--- src/rtl/lsw_defines.svh ---
// constants for the light sensor window register block
`ifndef LSW_DEFINES_SVH
`define LSW_DEFINES_SVH

// two-wire target address, 7 bits
`define LSW_DEV_ADDR     7'h10

// command codes
`define LSW_CMD_CONF     8'h00
`define LSW_CMD_UPPER    8'h01
`define LSW_CMD_LOWER    8'h02
`define LSW_CMD_PSM      8'h03
`define LSW_CMD_AMBIENT  8'h04
`define LSW_CMD_WHITE    8'h05
`define LSW_CMD_STATUS   8'h06

// configuration fields
`define LSW_CONF_SD      0
`define LSW_CONF_INT     1
`define LSW_PERS_LO      4
`define LSW_PERS_HI      5
`define LSW_CONF_RST     16'h0001

// power-saving fields
`define LSW_PSM_ON       0
`define LSW_PSM_SEL_LO   1
`define LSW_PSM_SEL_HI   2
`define LSW_PSM_MASK     16'h0007

// status fields
`define LSW_ST_BELOW     15
`define LSW_ST_ABOVE     14
`define LSW_ST_RSVD      14'h0000

// bit engine
`define LSW_BITS_BYTE    4'h8
`define LSW_PERS_ONE     4'h1

`endif

--- src/rtl/lsw_pkg.sv ---
// types shared by the light sensor window register block
`default_nettype none

package lsw_pkg;

    typedef enum logic [2:0] {
        ST_IDLE  = 3'b000,
        ST_ADDR  = 3'b001,
        ST_CMD   = 3'b010,
        ST_WDATA = 3'b011,
        ST_ACK   = 3'b100,
        ST_RDATA = 3'b101,
        ST_RACK  = 3'b110,
        ST_WAIT  = 3'b111
    } lsw_state_t;

    typedef struct packed {
        lsw_state_t  st;
        lsw_state_t  after;
        logic [3:0]  bitcnt;
        logic [7:0]  shreg;
        logic [7:0]  cmd;
        logic [7:0]  lo;
        logic [1:0]  nbytes;
        logic [15:0] tx;
        logic        host_ack;
        logic        sda_oe;
        logic        sda_out;
        logic        scl_p;
        logic        sda_p;
        logic [15:0] conf;
        logic [15:0] upper;
        logic [15:0] lower;
        logic [2:0]  power_saving_control;
        logic [15:0] ambient;
        logic [15:0] white;
        logic        below;
        logic        above;
        logic [3:0]  above_cnt;
        logic [3:0]  below_cnt;
    } lsw_regs_t;

endpackage

`default_nettype wire

--- src/rtl/lsw_sync.sv ---
// two flip-flop synchroniser for pin inputs
`timescale 1ns/1ps
`default_nettype none

module lsw_sync #(
    parameter int                 WIDTH       = 1,
    parameter logic [WIDTH-1:0]   RESET_VALUE = '0
) (
    // clock and reset
    input  wire logic             clk_i,
    input  wire logic             reset_i,
    // data
    input  wire logic [WIDTH-1:0] d_i,
    output logic      [WIDTH-1:0] q_o
);

    typedef struct packed {
        logic [WIDTH-1:0] meta;
        logic [WIDTH-1:0] sync;
    } lsw_sync_t;

    lsw_sync_t r;
    lsw_sync_t n;

    always_comb begin
        n      = r;
        n.meta = d_i;
        n.sync = r.meta;
    end

    always_ff @(posedge clk_i or posedge reset_i) begin
        if (reset_i) begin
            r <= '{meta: RESET_VALUE, sync: RESET_VALUE};
        end else begin
            r <= n;
        end
    end

    assign q_o = r.sync;

endmodule

`default_nettype wire

--- src/rtl/lsw_top.sv ---
// light sensor window registers behind a two-wire target port
//
// How it works
// upper bound register, code 01h, read/write
// lower bound register, code 02h, read/write
// bound bits 15:8 high byte, 7:0 low
// window compare only with interrupt function on
// power-saving bits 2:1 pick mode 1..4
// power-saving bit 0 enables saving, read/write
// power-saving bits 15:3 reserved, read zero
// ambient result read-only at code 04h
// ambient result high byte 15:8, low 7:0
// white result read-only at code 05h
// status bit 15 flags below-window crossing
// status bit 14 flags above-window crossing
// flags read-only, status bits 13:0 zero
// answer only target address 10h, bit0 read
// configuration bit 1 gates threshold function
// configuration bits 5:4 set persistence 1/2/4/8
// shutdown keeps last result readable
// status read clears flags, new crossing sets
// words travel low byte first
`timescale 1ns/1ps
`default_nettype none
`include "lsw_defines.svh"

module lsw_top (
    // clock and reset
    input  wire logic        clk_i,
    input  wire logic        reset_i,
    // two-wire pins, open drain
    input  wire logic        scl_i,
    input  wire logic        sda_i,
    output logic             sda_o,
    output logic             sda_oe_o,
    // measurement results, same clock
    input  wire logic        meas_valid_i,
    input  wire logic [15:0] ambient_i,
    input  wire logic [15:0] white_i,
    // controls to the front end
    output logic      [15:0] conf_o,
    output logic             power_saving_on_o,
    output logic      [1:0]  power_saving_select_o,
    // window state
    output logic             below_window_flag_o,
    output logic             above_window_flag_o
);
    import lsw_pkg::*;

    ////////////////////////////////////////////////////////////////////////////
    // pin sampling

    logic [1:0] pins_s;
    logic       scl_s;
    logic       sda_s;

    lsw_sync #(
        .WIDTH       (2),
        .RESET_VALUE (2'h3)
    ) u_sync (
        .clk_i   (clk_i),
        .reset_i (reset_i),
        .d_i     ({scl_i, sda_i}),
        .q_o     (pins_s)
    );

    assign scl_s = pins_s[1];
    assign sda_s = pins_s[0];

    ////////////////////////////////////////////////////////////////////////////
    // state

    localparam lsw_regs_t RST = '{
        st:        ST_IDLE,
        after:     ST_IDLE,
        bitcnt:    4'h0,
        shreg:     8'h00,
        cmd:       8'h00,
        lo:        8'h00,
        nbytes:    2'h0,
        tx:        16'h0000,
        host_ack:  1'b0,
        sda_oe:    1'b0,
        sda_out:   1'b0,
        scl_p:     1'b1,
        sda_p:     1'b1,
        conf:      `LSW_CONF_RST,
        upper:     16'h0000,
        lower:     16'h0000,
        power_saving_control:       3'h0,
        ambient:   16'h0000,
        white:     16'h0000,
        below:     1'b0,
        above:     1'b0,
        above_cnt: 4'h0,
        below_cnt: 4'h0
    };

    lsw_regs_t   r;
    lsw_regs_t   n;

    logic        scl_rise;
    logic        scl_fall;
    logic        start_det;
    logic        stop_det;
    logic [15:0] wr_word;
    logic [15:0] rd_word;
    logic [3:0]  pers_target;
    logic        wr_commit;
    logic        rd_load;

    // start and stop only count while the clock line is high
    assign scl_rise    = scl_s & ~r.scl_p;
    assign scl_fall    = ~scl_s & r.scl_p;
    assign start_det   = scl_s & r.scl_p & r.sda_p & ~sda_s;
    assign stop_det    = scl_s & r.scl_p & ~r.sda_p & sda_s;
    // high byte arrives second
    assign wr_word     = {r.shreg, r.lo};
    // persistence 1, 2, 4 or 8
    assign pers_target = `LSW_PERS_ONE << r.conf[`LSW_PERS_HI:`LSW_PERS_LO];

    // read mux; unmapped codes read as zero
    always_comb begin
        rd_word = 16'h0000;
        unique case (r.cmd)
            `LSW_CMD_CONF:    rd_word = r.conf;
            `LSW_CMD_UPPER:   rd_word = r.upper;
            `LSW_CMD_LOWER:   rd_word = r.lower;
            // reserved bits read zero
            `LSW_CMD_PSM:     rd_word = {13'h0000, r.power_saving_control};
            // ambient result read-only
            `LSW_CMD_AMBIENT: rd_word = r.ambient;
            // white result read-only
            `LSW_CMD_WHITE:   rd_word = r.white;
            // flags on top, rest zero
            `LSW_CMD_STATUS:  rd_word = {r.below, r.above, `LSW_ST_RSVD};
            default:          rd_word = 16'h0000;
        endcase
    end

    ////////////////////////////////////////////////////////////////////////////
    // next state

    always_comb begin
        n         = r;
        wr_commit = 1'b0;
        rd_load   = 1'b0;
        n.scl_p   = scl_s;
        n.sda_p   = sda_s;

        if (stop_det) begin
            n.st     = ST_IDLE;
            n.sda_oe = 1'b0;
        end else if (start_det) begin
            n.st     = ST_ADDR;
            n.bitcnt = 4'h0;
            n.sda_oe = 1'b0;
        end else begin
            unique case (r.st)
                ST_IDLE, ST_WAIT: begin
                    n.sda_oe = 1'b0;
                end
                ST_ADDR, ST_CMD, ST_WDATA: begin
                    if (scl_rise && r.bitcnt != `LSW_BITS_BYTE) begin
                        n.shreg  = {r.shreg[6:0], sda_s};
                        n.bitcnt = r.bitcnt + 4'h1;
                    end
                    if (scl_fall && r.bitcnt == `LSW_BITS_BYTE) begin
                        n.bitcnt = 4'h0;
                        n.sda_oe = 1'b1;
                        n.st     = ST_ACK;
                        if (r.st == ST_ADDR) begin
                            // other addresses get no acknowledge
                            if (r.shreg[7:1] != `LSW_DEV_ADDR) begin
                                n.sda_oe = 1'b0;
                                n.st     = ST_WAIT;
                            end else if (r.shreg[0]) begin
                                // low byte goes out first
                                rd_load  = 1'b1;
                                n.tx     = {rd_word[7:0], rd_word[15:8]};
                                n.after  = ST_RDATA;
                                n.nbytes = 2'h0;
                            end else begin
                                n.after  = ST_CMD;
                            end
                        end else if (r.st == ST_CMD) begin
                            n.cmd    = r.shreg;
                            n.nbytes = 2'h0;
                            n.after  = ST_WDATA;
                        end else if (r.nbytes == 2'h0) begin
                            n.lo     = r.shreg;
                            n.nbytes = 2'h1;
                            n.after  = ST_WDATA;
                        end else if (r.nbytes == 2'h1) begin
                            wr_commit = 1'b1;
                            n.nbytes  = 2'h2;
                            n.after   = ST_WDATA;
                        end else begin
                            // a third data byte is refused
                            n.sda_oe = 1'b0;
                            n.st     = ST_WAIT;
                        end
                    end
                end
                ST_ACK: begin
                    if (scl_fall) begin
                        n.sda_oe = 1'b0;
                        n.st     = r.after;
                        n.bitcnt = 4'h0;
                        if (r.after == ST_RDATA) begin
                            n.sda_oe = ~r.tx[15];
                            n.tx     = {r.tx[14:0], 1'b0};
                            n.bitcnt = 4'h1;
                        end
                    end
                end
                ST_RDATA: begin
                    if (scl_fall) begin
                        if (r.bitcnt == `LSW_BITS_BYTE) begin
                            n.sda_oe = 1'b0;
                            n.st     = ST_RACK;
                        end else begin
                            n.sda_oe = ~r.tx[15];
                            n.tx     = {r.tx[14:0], 1'b0};
                            n.bitcnt = r.bitcnt + 4'h1;
                        end
                    end
                end
                ST_RACK: begin
                    if (scl_rise) begin
                        n.host_ack = ~sda_s;
                    end
                    if (scl_fall) begin
                        // only two bytes per read; more would wrap nothing useful
                        if (r.host_ack && r.nbytes == 2'h0) begin
                            n.nbytes = 2'h1;
                            n.sda_oe = ~r.tx[15];
                            n.tx     = {r.tx[14:0], 1'b0};
                            n.bitcnt = 4'h1;
                            n.st     = ST_RDATA;
                        end else begin
                            n.st     = ST_WAIT;
                        end
                    end
                end
            endcase
        end

        // register writes; result and status codes ignore writes
        if (wr_commit) begin
            unique case (r.cmd)
                `LSW_CMD_CONF:  n.conf  = wr_word;
                // upper bound store
                `LSW_CMD_UPPER: n.upper = wr_word;
                // lower bound store
                `LSW_CMD_LOWER: n.lower = wr_word;
                // mode and enable only
                `LSW_CMD_PSM:   n.power_saving_control   = wr_word[`LSW_PSM_SEL_HI:`LSW_PSM_ON];
                default:        n.power_saving_control   = r.power_saving_control;
            endcase
        end

        // read clears flags, set below wins
        if (rd_load && r.cmd == `LSW_CMD_STATUS) begin
            n.below = 1'b0;
            n.above = 1'b0;
        end

        // shutdown drops new results
        if (meas_valid_i && !r.conf[`LSW_CONF_SD]) begin
            // result lands whole, high byte on top
            n.ambient = ambient_i;
            n.white   = white_i;
            // compare gated by enable
            if (!r.conf[`LSW_CONF_INT]) begin
                n.above_cnt = 4'h0;
                n.below_cnt = 4'h0;
            end else begin
                // above-window crossing
                if (ambient_i > r.upper) begin
                    if (r.above_cnt < pers_target) begin
                        n.above_cnt = r.above_cnt + 4'h1;
                    end
                    if (n.above_cnt >= pers_target) begin
                        n.above = 1'b1;
                    end
                end else begin
                    n.above_cnt = 4'h0;
                end
                // below-window crossing
                if (ambient_i < r.lower) begin
                    if (r.below_cnt < pers_target) begin
                        n.below_cnt = r.below_cnt + 4'h1;
                    end
                    if (n.below_cnt >= pers_target) begin
                        n.below = 1'b1;
                    end
                end else begin
                    n.below_cnt = 4'h0;
                end
            end
        end
    end

    always_ff @(posedge clk_i or posedge reset_i) begin
        if (reset_i) begin
            r <= RST;
        end else begin
            r <= n;
        end
    end

    ////////////////////////////////////////////////////////////////////////////
    // outputs

    assign sda_o                 = r.sda_out;
    assign sda_oe_o              = r.sda_oe;
    assign conf_o                = r.conf;
    assign power_saving_on_o     = r.power_saving_control[`LSW_PSM_ON];
    assign power_saving_select_o = r.power_saving_control[`LSW_PSM_SEL_HI:`LSW_PSM_SEL_LO];
    assign below_window_flag_o   = r.below;
    assign above_window_flag_o   = r.above;
endmodule

`default_nettype wire

--- config.mk ---
export PLATFORM = sky130hd
export DESIGN_NAME = lsw_top
export DESIGN_NICKNAME = d
export VERILOG_FILES = /design/src/rtl/lsw_pkg.sv /design/src/rtl/lsw_sync.sv /design/src/rtl/lsw_top.sv
export VERILOG_INCLUDE_DIRS = /design/src /design/src/rtl
export SDC_FILE = /design/constraint.sdc
export NUM_CORES = 1
export LEC_CHECK = 0
export BUFFER_PORTS_ARGS = -buffer_cell sky130_fd_sc_hd__buf_2
export CAP_MARGIN = 25
export CORE_UTILIZATION = 40
export CTS_CLUSTER_DIAMETER = 150
export DETAILED_ROUTE_END_ITERATION = 8
export PLACE_DENSITY = 0.55
export SLEW_MARGIN = 15
export SYNTH_ARGS = -nofsm -noshare
export SYNTH_HDL_FRONTEND = slang
export SYNTH_SLANG_ARGS = --single-unit
--- constraint.sdc ---
create_clock -name clk_i -period 8.1 [get_ports clk_i]
set_input_delay 0.81 -clock clk_i [delete_from_list [all_inputs] [get_ports clk_i]]
set_output_delay 0.81 -clock clk_i [all_outputs]
set_load 0.03 [all_outputs]
### Yosys cells after proc, flatten, opt, wreduce, memory -nomap -nowiden

Index checks and enable logic that the tools add are counted.

* memory bits (read-only): 0
* logic and storage cells: 216
* bits in latches: 0
* register bits after elaboration: 153
* memory bits (writable): 0
* output and inout port bits: 23
* bits of input ports: 37
* memories: 0

* eq/ne operators: 44
* shift-type cells: 1
* div/mod/pow operators: 0
* bitwise operators: 16
* mux-type cells: 92
* reduce and logical (&&, ||, !) cells: 30
* multipliers: 0
* $add $sub $neg: 3
* order comparisons: 6

Operators with widths (number)
* one-hot mux 16 bit (7 select lines): 1
* two-way mux 18 bit: 5
* two-way mux 16 bit: 5
* two-way mux 4 bit: 16
* one-hot mux 16 bit (4 select lines): 1
* two-way mux 1 bit: 33
* two-way mux 3 bit: 11
* inequality test 4 bit (second input constant): 8
* == test 8 x 3 -> 1 bit (second input constant): 3
* two-way mux 2 bit: 11
* inequality test 2 bit (second input constant): 11
* inequality test 3 bit (second input constant): 7
* two-way mux 10 bit: 2
* AND reduction 6 bit: 3
* == test 8 x 2 -> 1 bit (second input constant): 2
* greater-than comparator 16 bit: 1
* < comparator 16 bit: 1
* one-hot mux 4 bit (4 select lines): 1
* == test 3 bit (second input constant): 5
* AND reduction 13 bit: 1
* adder 4 x 1 -> 4 bit (second input constant): 3
* two-way mux 12 bit: 1
* one-hot mux 3 bit (4 select lines): 1
* NOT 1 bit: 9
* other kinds (32): 50

### Longest topological paths before layout

* depth after elaboration: 13
* depth in mapped cells: 13
* depth with buffers taken out: 13

### Hierarchy

A second synthesis with hierarchy kept.

* cell total of the unflattened synthesis: 805
* area total of the unflattened synthesis: 8459.4 µm²

Modules (own cells, without submodules)
* lsw_top: times used 1, area an instance 8350.5 µm², sequential area each 3732.3 µm², cells an instance 800
* lsw_sync: times used 1, area an instance 108.9 µm², sequential area each 105.1 µm², cells an instance 5

### Worst setup path before layout

OpenSTA, ideal clock, no wires.

* kind: flip-flop to flip-flop
* start point: register r, in the netlist conf_o[5]
* end point: register r, in the netlist below_window_flag_o
* path buffers: 0
* period minus slack after synthesis: 2657 ps
* required time: 7972 ps
* library setup time: 128 ps
* setup slack: 5443 ps
* arrival: 2529 ps
* stages on the path, launching flop included: 13
* cell sequence: dfrtp_1 -> nand2b_1 -> ha_1 -> o21ai_0 -> o21bai_1 -> a21oi_1 -> xnor2_1 -> ha_1 -> nand2b_1 -> a21o_1 -> a21o_1 -> a21oi_1 -> o22ai_1

RTL lines
* start: declaration: line lsw_top.sv:99 `lsw_regs_t r;`
* start signal: assignment: line lsw_top.sv:309 `r <= n;`

==> load_flow_metrics.sql <==
INSERT INTO impl_metrics (metric_group, metric, value, unit) VALUES
('setup_path', 'cp_top_family', 'compound AO/OA/AOI/OAI gates', ''),
('global_routing', 'overflow', '0', ''),
('setup_path', 'end_kind', 'flip-flop', ''),
('setup_path', 'worstPathMaxFanout', '9', ''),
('power_and_ir_drop', 'power.combinational.fraction', '5.9', '%'),
('power_and_ir_drop', 'clockPowerShare', '46.9', '%'),
('sta', 'timing.final.crit_share', '37.1', '%'),
('routing', 'avgViaCountPerCell', '5.39', ''),
('synth', 'synth_enable_flop_cells', '0', ''),
('sta', 'clock.fmax', '0.333', 'GHz'),
('global_routing', 'grt_pass1_vias', '6048', ''),
('min_path', 'hold_path_class', 'reg2reg', ''),
('sta', 'slew_viol_final', '0', ''),
('synth', 'synth.yosys.warnings', '0', ''),
('power_and_ir_drop', 'leakage', '4.59', 'nW'),
('synth', 'synthDominantAreaCellType', 'sky130_fd_sc_hd__dfrtp_1', ''),
('status', 'status', 'finished, final reports clean', ''),
('synth', 'synth.cell_area', '8690', 'sq um'),
('floorplan', 'ioPinCount', '60', ''),
('place', 'placedCellCount', '1119', ''),
('sta', 'transition_time_at_the_pin_with_the_least_slew_margin', '1.02', 'ns'),
('clock_network', 'clock_tree_from_tritoncts', 'done', ''),
('sta', 'final-setup-viol-count', '0', ''),
('setup_path', 'timing_worst_setup_path_type', 'reg2reg', ''),
('power_and_ir_drop', 'design_internal_power', '1.30', 'mW'),
('place', 'numPortBuffers', '58', ''),
('place', 'cell_area_after_placement', '9050', 'sq um'),
('global_routing', 'grt_start_max_net_pins', '95', ''),
('synth', 'synth_most_common_cell', 'sky130_fd_sc_hd__dfrtp_1', ''),
('floorplan', 'die_x', '149', 'um'),
('routing', 'drc', '0', ''),
('cells_and_area', 'layoutNonFillerInstCount', '1151', ''),
('power_and_ir_drop', 'power_density', '178', 'nW/um^2'),
('job', 'max_cap_viol_count', '0', ''),
('setup_path', 'timing.critical_path.buf_inv', '0', ''),
('sta', 'setup_repair_after_global_routing_missed_its_margin', 'no', ''),
('clock_network', 'cts_htree_levels', '4', ''),
('floorplan', 'die_area', '22300', 'sq um'),
('setup_path', 'worst_path_largest_cell_delay', '0.47', 'ns'),
('routing', 'routed-via-count', '6204', ''),
('synth', 'primary_ff_master_synth', 'sky130_fd_sc_hd__dfrtp_1', ''),
('floorplan', 'row_count', '53', ''),
('floorplan', 'core_region_area', '21200', 'sq um'),
('setup_path', 'critical_path_required', '8.38', 'ns'),
('cells_and_area', 'post-route-cell-area', '9650', 'sq um'),
('routing', 'route.detailed.wl_per_inst', '19.5', 'um'),
('setup_path', 'crit_arrival', '3.28', 'ns'),
('synth', 'synth_sequential_area_ratio', '44.1', '%'),
('clock_network', 'cts.clk_slew.worst_paths', '0.06', 'ns'),
('power_and_ir_drop', 'power.ir.vdd_worst', '0.135', 'mV'),
('floorplan', 'initial_utilization', '41.1', '%'),
('cells_and_area', 'final_layout_size_suffix_gt1_share', '26.3', '%'),
('clock_network', 'root_buffer', 'sky130_fd_sc_hd__clkbuf_16', ''),
('global_routing', 'antenna_found_initial', '0', ''),
('power_and_ir_drop', 'switchingPower', '0.424', 'mW'),
('global_routing', 'grt_pass1_wl', '35.6', 'mm'),
('clock_network', 'ctsResizeCount', '0', ''),
('clock_network', 'cts-root-to-sink-buffers', '2', ''),
('global_routing', 'globalRouteTotalUtil', '21.4', '%'),
('routing', 'routed_wl', '22.5', 'mm'),
('clock_network', 'hold_buffers', '0', ''),
('clock_network', 'cts_buffers', '17', ''),
('floorplan', 'die_height', '149', 'um'),
('synth', 'ys_types', '67', ''),
('synth', 'synth_top_cell_area_share', '42.0', '%'),
('sta', 'period_needed', '3.00', 'ns'),
('synth', 'synth-async-reset-ratio', '100', '%'),
('place', 'place.detailed.hpwl', '16.1', 'mm'),
('routing', 'detail_route.iter0.violations', '429', ''),
('clock_network', 'worstSkewPairLatency', '0.42', 'ns'),
('sta', 'fin_skew', '0.00855', 'ns');
-- layer usage --
| layer | GRT usage [%] | share of wire [%] | vias up |
|---|---|---|---|
| li1 | - | - | 2995 |
| met1 | 31.4 | 50 | 3070 |
| met2 | 32.3 | 45 | 120 |
| met3 | 3.72 | 3.8 | 19 |
| met4 | 5.36 | 1.4 | 0 |
| met5 | 0 | 0 | - |
-- power groups by stage --
stage,registers [mW],logic (mW),clock network [mW]
after detailed placement,0.826,0.102,0
final,0.813,0.101,0.807
after global routing,0.816,0.116,0.852
after global placement,0.827,0.101,0
after CTS,0.813,0.102,0.825
after floorplan,0.812,0.0737,0
-- final cells by class --
| cell class | instances | area, sq um |
|---|---|---|
| tap | 275 | 344 |
| clock buffer | 20 | 457 |
| inverter | 47 | 181 |
| clock inverter | 12 | 143 |
| fill | 2002 | 11500 |
| timing repair buffer | 64 | 335 |
| sequential | 153 | 3840 |
| multi-input combinational | 580 | 4350 |
-- cells by family after synthesis --
family	Yosys count	synth area share, %
AO/OA/AOI/OAI	150	11.8
XOR/XNOR	5	0.504
adder cells (fa/ha/maj)	49	7.05
buffers and inverters	102	5.83
flip-flops	153	44.1
multiplexers	114	15.9
other	1	0.0431
AND/OR/NAND/NOR	261	14.7
-- flip-flops by register name, summed over array words and instances (netlist names) --
register and count:
above_window_flag_o 1, r 127, conf_o 16, u_sync.q_o 2, power_saving_on_o 1, below_window_flag_o 1, u_sync.n 2, power_saving_select_o 2
sda_oe_o 1
-- through the flow --
step           utilization [%]  setup WS, ns
3_3_place_gp              42.8          5.18
5_1_grt                   45.6          4.84
4_1_cts                   45.6          5.11
6_report                  45.6          5.10
3_5_place_dp              42.8          5.14
2_1_floorplan                -          3.18
-- placed cells by master (no fill, tap or decap), types with 24 or more instances in the layout --
cell type	netlist	routed
sky130_fd_sc_hd__a21oi_1	27	27
sky130_fd_sc_hd__a22oi_1	24	24
sky130_fd_sc_hd__buf_2	9	58
sky130_fd_sc_hd__dfrtp_1	146	146
sky130_fd_sc_hd__ha_1	49	49
sky130_fd_sc_hd__inv_1	47	46
sky130_fd_sc_hd__mux2_2	85	85
sky130_fd_sc_hd__nand2_1	137	137
sky130_fd_sc_hd__nor2_1	28	28
sky130_fd_sc_hd__o21ai_0	30	30
-- worst paths after layout --
kind / depth (start not counted) / start / to / slack [ns]
max: 12 / conf_o[5] / below_window_flag_o / 5.10
min: 0 / u_sync.n[0] / u_sync.q_o[0] / 0.36
max reg2reg: 12 / conf_o[5] / below_window_flag_o / 5.10
min reg2reg: 0 / u_sync.n[0] / u_sync.q_o[0] / 0.36
max in group asynchronous: 3 / reset_i / r[11] / 6.20
min in group asynchronous: 2 / reset_i / r[135] / 0.57
No activity file was read; power rests on OpenSTA's default activity.
